$ cat src/common/swdt_pkg.sv
// Shared constants and carrier types for the system watchdog timer
`default_nettype none
package swdt_pkg;
    // ---------------------------------------------------------------
    // Timing
    // ---------------------------------------------------------------
    localparam int unsigned CLK_HZ = 200_000_000;
    localparam int unsigned SEC_TIME_S = 1;
    localparam int unsigned SEC_CYCLES = CLK_HZ * SEC_TIME_S;
    localparam int unsigned MIN_TIME_S = 60;
    // ---------------------------------------------------------------
    // Counter layout
    // ---------------------------------------------------------------
    localparam int unsigned CNT_W = 8;
    localparam logic [7:0] CNT_ZERO = 8'h00;
    localparam logic [7:0] CNT_ONE = 8'h01;
    localparam logic [7:0] CNT_RESET_VAL = 8'h00;
    // Carrier for a software load of the timeout count
    typedef struct packed {
        logic load;           // One-cycle load strobe
        logic unit_minute;    // 1: one-minute ticks, 0: one-second ticks
        logic [7:0] count;    // Timeout in selected units
    } swdt_load_t;
endpackage : swdt_pkg
`default_nettype wire

$ cat src/hdl/swdt_top.sv
// System watchdog timer: loadable down counter with system reset output
// Contract
// - Nonzero load starts countdown per tick.
// - Keyboard activity reloads the running count.
// - Expiry asserts whole-system reset.
// - Tick is one second or one minute.
// - Count and one control register held.
// - Zero load disables watchdog.
`timescale 1ns/1ps
`default_nettype none
module swdt_top #(
    parameter int unsigned SEC_CYCLES = swdt_pkg::SEC_CYCLES,
    parameter int unsigned MIN_SECS = swdt_pkg::MIN_TIME_S
) (
    input wire logic clk_sys,                 // System clock, 200 MHz
    input wire logic sys_rst,                 // Synchronous reset, high
    input wire swdt_pkg::swdt_load_t ld,      // Timeout load request
    input wire logic kbd_activity,            // Keyboard activity pulse
    output logic running,                     // Countdown is active
    output logic [7:0] count_now,             // Current remaining count
    output logic sys_reset_out                // One-cycle system reset
);
    // ---------------------------------------------------------------
    // Held configuration
    // ---------------------------------------------------------------
    logic [7:0] reload_reg;
    logic unit_min_reg;
    logic [7:0] cnt_reg;
    logic run_reg;
    logic [31:0] pre_reg;
    logic [31:0] sec_reg;
    logic tick;
    logic [31:0] pre_top;
    logic expire;

    assign pre_top = SEC_CYCLES - 1;
    assign tick = run_reg && (pre_reg == pre_top)
        && (!unit_min_reg || sec_reg == (MIN_SECS - 1));
    assign expire = tick && (cnt_reg == swdt_pkg::CNT_ONE)
        && !kbd_activity && !ld.load;

    always_ff @(posedge clk_sys)
    begin
        if (sys_rst)
        begin
            reload_reg <= swdt_pkg::CNT_RESET_VAL;
            unit_min_reg <= 1'b0;
        end
        else if (ld.load)
        begin
            reload_reg <= ld.count;
            unit_min_reg <= ld.unit_minute;
        end
    end

    // ---------------------------------------------------------------
    // Prescaler
    // ---------------------------------------------------------------
    always_ff @(posedge clk_sys)
    begin
        if (sys_rst || ld.load || kbd_activity || !run_reg)
        begin
            pre_reg <= '0;
            sec_reg <= '0;
        end
        else if (pre_reg == pre_top)
        begin
            pre_reg <= '0;
            if (!unit_min_reg || sec_reg == (MIN_SECS - 1))
                sec_reg <= '0;
            else
                sec_reg <= sec_reg + 32'd1;
        end
        else
            pre_reg <= pre_reg + 32'd1;
    end

    // ---------------------------------------------------------------
    // Down counter
    // ---------------------------------------------------------------
    always_ff @(posedge clk_sys)
    begin
        if (sys_rst)
        begin
            cnt_reg <= swdt_pkg::CNT_RESET_VAL;
            run_reg <= 1'b0;
        end
        else if (ld.load)
        begin
            cnt_reg <= ld.count;
            run_reg <= (ld.count != swdt_pkg::CNT_ZERO);
        end
        else if (kbd_activity && run_reg)
            cnt_reg <= reload_reg;
        else if (tick)
        begin
            cnt_reg <= cnt_reg - swdt_pkg::CNT_ONE;
            if (cnt_reg == swdt_pkg::CNT_ONE)
                run_reg <= 1'b0;
        end
    end

    always_ff @(posedge clk_sys)
    begin
        if (sys_rst)
            sys_reset_out <= 1'b0;
        else
            sys_reset_out <= expire;
    end

    assign running = run_reg;
    assign count_now = cnt_reg;

    // ---------------------------------------------------------------
    // Checks
    // ---------------------------------------------------------------
    // Cycles since the last tick or restart, counted apart from the prescaler
    logic [63:0] gap_reg;
    logic [63:0] gap_last;

    assign gap_last = unit_min_reg
        ? 64'(SEC_CYCLES) * 64'(MIN_SECS) - 64'd1
        : 64'(SEC_CYCLES) - 64'd1;

    always_ff @(posedge clk_sys)
    begin
        if (sys_rst || ld.load || kbd_activity || !run_reg || tick)
            gap_reg <= '0;
        else
            gap_reg <= gap_reg + 64'd1;
    end

    a_reset_values: assert property (
        @(posedge clk_sys)
        sys_rst |=> !running && count_now == swdt_pkg::CNT_RESET_VAL
            && !sys_reset_out)
        else $error("reset left watchdog active");

    a_zero_disables: assert property (
        @(posedge clk_sys) disable iff (sys_rst)
        ld.load && ld.count == 8'h00 |=> !running)
        else $error("zero load left watchdog running");

    a_nonzero_starts: assert property (
        @(posedge clk_sys) disable iff (sys_rst)
        ld.load && ld.count != 8'h00
            |=> running && count_now == $past(ld.count))
        else $error("nonzero load did not start countdown");

    a_load_wins: assert property (
        @(posedge clk_sys) disable iff (sys_rst)
        ld.load && kbd_activity |=> count_now == $past(ld.count))
        else $error("keyboard activity overrode a load");

    a_kbd_reload: assert property (
        @(posedge clk_sys) disable iff (sys_rst)
        kbd_activity && running && !ld.load |=> count_now == reload_reg)
        else $error("keyboard activity did not reload");

    a_kbd_idle: assert property (
        @(posedge clk_sys) disable iff (sys_rst)
        kbd_activity && !running && !ld.load
            |=> !running && count_now == $past(count_now))
        else $error("keyboard activity woke a stopped watchdog");

    a_reload_take: assert property (
        @(posedge clk_sys) disable iff (sys_rst)
        ld.load |=> reload_reg == $past(ld.count))
        else $error("load value not held for restarts");

    a_reload_hold: assert property (
        @(posedge clk_sys) disable iff (sys_rst)
        !ld.load |=> reload_reg == $past(reload_reg))
        else $error("held load value changed without a load");

    a_tick_step: assert property (
        @(posedge clk_sys) disable iff (sys_rst)
        tick && !ld.load && !kbd_activity
            |=> count_now == $past(count_now) - 8'h01)
        else $error("tick did not decrement");

    a_count_hold: assert property (
        @(posedge clk_sys) disable iff (sys_rst)
        running && !ld.load && !kbd_activity && gap_reg != gap_last
            |=> count_now == $past(count_now))
        else $error("count moved between ticks");

    a_sec_tick: assert property (
        @(posedge clk_sys) disable iff (sys_rst)
        tick && !unit_min_reg |-> gap_reg == gap_last)
        else $error("second tick off its period");

    a_min_tick: assert property (
        @(posedge clk_sys) disable iff (sys_rst)
        tick && unit_min_reg |-> gap_reg == gap_last)
        else $error("minute tick off its period");

    a_tick_due: assert property (
        @(posedge clk_sys) disable iff (sys_rst)
        running && gap_reg == gap_last |-> tick)
        else $error("tick missing at end of period");

    a_expire_reset: assert property (
        @(posedge clk_sys) disable iff (sys_rst)
        sys_reset_out |-> $past(count_now) == 8'h01 && !running)
        else $error("reset without expiry");

    a_expiry_due: assert property (
        @(posedge clk_sys) disable iff (sys_rst)
        running && count_now == swdt_pkg::CNT_ONE && gap_reg == gap_last
            && !kbd_activity && !ld.load |=> sys_reset_out)
        else $error("expiry did not reset the system");

    a_reset_pulse: assert property (
        @(posedge clk_sys) disable iff (sys_rst)
        sys_reset_out |=> !sys_reset_out)
        else $error("system reset longer than one cycle");

    a_idle_no_reset: assert property (
        @(posedge clk_sys) disable iff (sys_rst)
        !running && !$past(running) |-> !sys_reset_out)
        else $error("reset while disabled");
endmodule : swdt_top
`default_nettype wire

$ cat config.mk
export PLATFORM = sky130hd
export DESIGN_NAME = swdt_top
export DESIGN_NICKNAME = d
export VERILOG_FILES = /design/src/common/swdt_pkg.sv /design/src/hdl/swdt_top.sv
export SDC_FILE = /design/constraint.sdc
export NUM_CORES = 1
export LEC_CHECK = 0
export ABC_AREA = 0
export BUFFER_PORTS_ARGS = -buffer_cell sky130_fd_sc_hd__buf_4
export CORE_MARGIN = 4
export CORE_UTILIZATION = 30
export CTS_BUF_LIST = sky130_fd_sc_hd__clkbuf_2 sky130_fd_sc_hd__clkbuf_4 sky130_fd_sc_hd__clkbuf_8
export CTS_CLUSTER_SIZE = 16
export DETAILED_ROUTE_END_ITERATION = 6
export SLEW_MARGIN = 20
export SYNTH_ARGS = -nofsm -noshare
export SYNTH_HDL_FRONTEND = slang
export SYNTH_SLANG_ARGS = --single-unit
$ cat constraint.sdc
create_clock -name clk_sys -period 3.9 [get_ports clk_sys]
set_input_delay 0.195 -clock clk_sys [delete_from_list [all_inputs] [get_ports clk_sys]]
set_output_delay 0.195 -clock clk_sys [all_outputs]
set_load 0.01 [all_outputs]
==> results.md <==
- Layout area overhead: 13.5%
- Leakage: 0.00144 uW
- Final core occ: a little over a third
- CP max FO: 17
- Setup WS pre-CTS: around 1100 ps
- Critical path's slowest cell: or4b_4
- Critical path arrival: between 3000 and 4000 ps
- RSZ-0062 raised after global routing: false
- Cell taking the most area after synthesis: dfxtp_1
- Die Span Y: 125 um
- Die width: 125 um
- Final std cells w/o fill: slightly below 700
- Period minus WS final: about 2800 ps
- Initial drt markers: 190
- Fin area: ~4600 um^2
- EDFF count, synth: 0
- Largest net degree at the start of global routing: 31
- Post-Synthesis Cell Area: just over 4000 um^2
- Die area: approximately 16,000 um^2
- Crit Path Category: reg -> reg
- Final WS setup: between 1000 and 1500 ps
- Post-CTS Setup Inserts: 0
- Crit path buffers/inverters: 1
- # DRC: 0
- Slew margin rel.: a little over two fifths
- CTS tree: done
- Core Area: 13,300 um^2
- Wire length per cell: ~13 um
- Post-synth top area share: about two fifths
- Final setup TNS: 0 ps
- Sequential-to-total area share from yosys stat: between 40% and 50%
- CTS max path bufs: 2
- Initial antenna violation count: 0
- Worst path max stage delay: 560 ps
- YS warnings: 0
- Final setup violation count: 0
- Max frequency: approximately 0.36 GHz
- Crit end category: flip-flop
- Synth cell count leaders: dfxtp_1, nor2_1, a21oi_1, nand2_1, nand4_1
- First-pass GRT wire length: between 15,000 and 20,000 um
- Avg Cell Area, Syn: approximately 8.3 um^2
- Status: complete, no violations
- Vias in the first global route: ~3,300
- ANT cells: 0
- Worst path top cell family by delay: simple AND/OR/NAND/NOR gates
- Vias per inst: just over 5
- Worst path cell trace: or4b_4 -> nor4_4 -> and2_1 -> a21o_1 -> buf_4 -> a21oi_1
- CTS H-tree lvls: 3
- Final period utilization: ~72%
- Synthesized net count: a little over 500
- Final Hold Vio Count: 0
- WL final: approximately 9000 um
- Buffers on Ports: 22
- Share of cells above drive strength 1: a little under a tenth
- Routed via count: 3,561
- GR Util All Layers: between 10% and 20%
- Worst slew pin tran: about 850 ps
- Nets: about 520
- Critical Path Start Type: flip-flop
- Worst Path Required: 4130 ps
- Clk_skew: a little under 10 ps
- Worst VDD drop: between 100 and 150 uV
- Ports: 23
- Post-synth cell types: 47
- Max-Cap Viols: 0
- Most common cell in the netlist: dfxtp_1
- Asr flop ratio synth: 0%
- Post-CTS resize count: 0
- Clk slew on worst S/H paths: approximately 80 ps
- Ys flop type: dfxtp_1
- Detailed Place HPWL: about 6400 um
- Root buffer cell: clkbuf_8
- Clock buffer count from CTS: 9
- Starting density of the core: about 31%
- Hold buffers post-CTS: 0
- Placed Area: approximately 4400 um^2
- Synthesized flop and latch total: between 80 and 90
- P per Cell Area: approximately 370 nW/um^2
- Clock sinks: 83
- Inst Count DP: approximately 670
- Gr ovfl total: 0
- GP Congestion: just under 0.8
- Remaining antenna violation count: 0
- Iteration count of the initial detailed-routing pass: 4
- Num rows: 42
- Hold WC Path Type: in -> reg
- Ranking of synthesized cells by area: dfxtp_1, nor2_1, xnor2_1
- Skew-Pair Late Insertion Delay: ~360 ps
- Slew Limit Fails: 0
- Gate Count Post-Synth: between 400 and 500
metal layers:
metal,global-route usage [%],wire (um)
met5,0,0
met3,3.39,330
met1,15.2,4350
met2,18.7,4170
met4,3.61,110
metrics by stage:
step / total power (uW) / hold slack (ps)
5_1_grt: 1800 / 111
6_report: 1730 / 85.2
2_1_floorplan: 974 / 342
4_1_cts: 1760 / 64.7
3_5_place_dp: 1020 / 441
3_3_place_gp: 1020 / 430
cells in the final DEF, fill, tap and decap left out, types with 11 or more instances in the layout:
master and count:
nor2_1 58, xnor2_1 24, buf_4 24, nor4_1 16, or3_1 20, o21ai_0 20, nand4_1 26, dfxtp_1 83
xor2_1 14, nand3_1 21, nor3_1 11, nand2_1 33, a21oi_1 40
where the power goes:
part | internal [uW] | switching [uW] | leakage, uW | total (uW)
clock | 428 | 306 | 0.000116 | 734
sequential | 861 | 17.2 | 0.000672 | 878
combinational | 59.8 | 60.3 | 0.000656 | 120
tightest hold or removal path: cells and delay by family:
kind                   cells  cell delay, ps
buffers and inverters      1              80
AND/OR/NAND/NOR            1              80
multiplexers               1              50
area by class of cell:
class | instances | area, um^2
Fill cell | 1371 | 8650
Multi-Input combinational cell | 379 | 2310
Sequential cell | 83 | 1660
Tap cell | 176 | 220
Timing Repair Buffer | 24 | 180
Clock buffer | 10 | 131
Clock inverter | 5 | 103
Inverter | 10 | 37.5
final timing paths:
path          startpoint      endpoint  slack (ps)  cells after the start
max          pre_reg[18]   sec_reg[22]        1080                      6
min reg2reg   pre_reg[0]    pre_reg[0]         460                      1
max reg2reg  pre_reg[18]   sec_reg[22]        1080                      6
min                ld[8]  unit_min_reg          90                      3
cell families (layout without fill, tap and decap cells):
group           after synthesis  after routing  share of synthesized area (%)
mux                           9              9                           2.35
compound gates               88             88                           12.9
simple gates                240            240                           31.9
fa+ha+maj                     4              4                           1.22
flops                        83             83                           40.6
buf+inv                      30             49                           2.97
xor+xnor                     38             38                           8.13
Note: power is estimated with default switching activity, not from simulation.
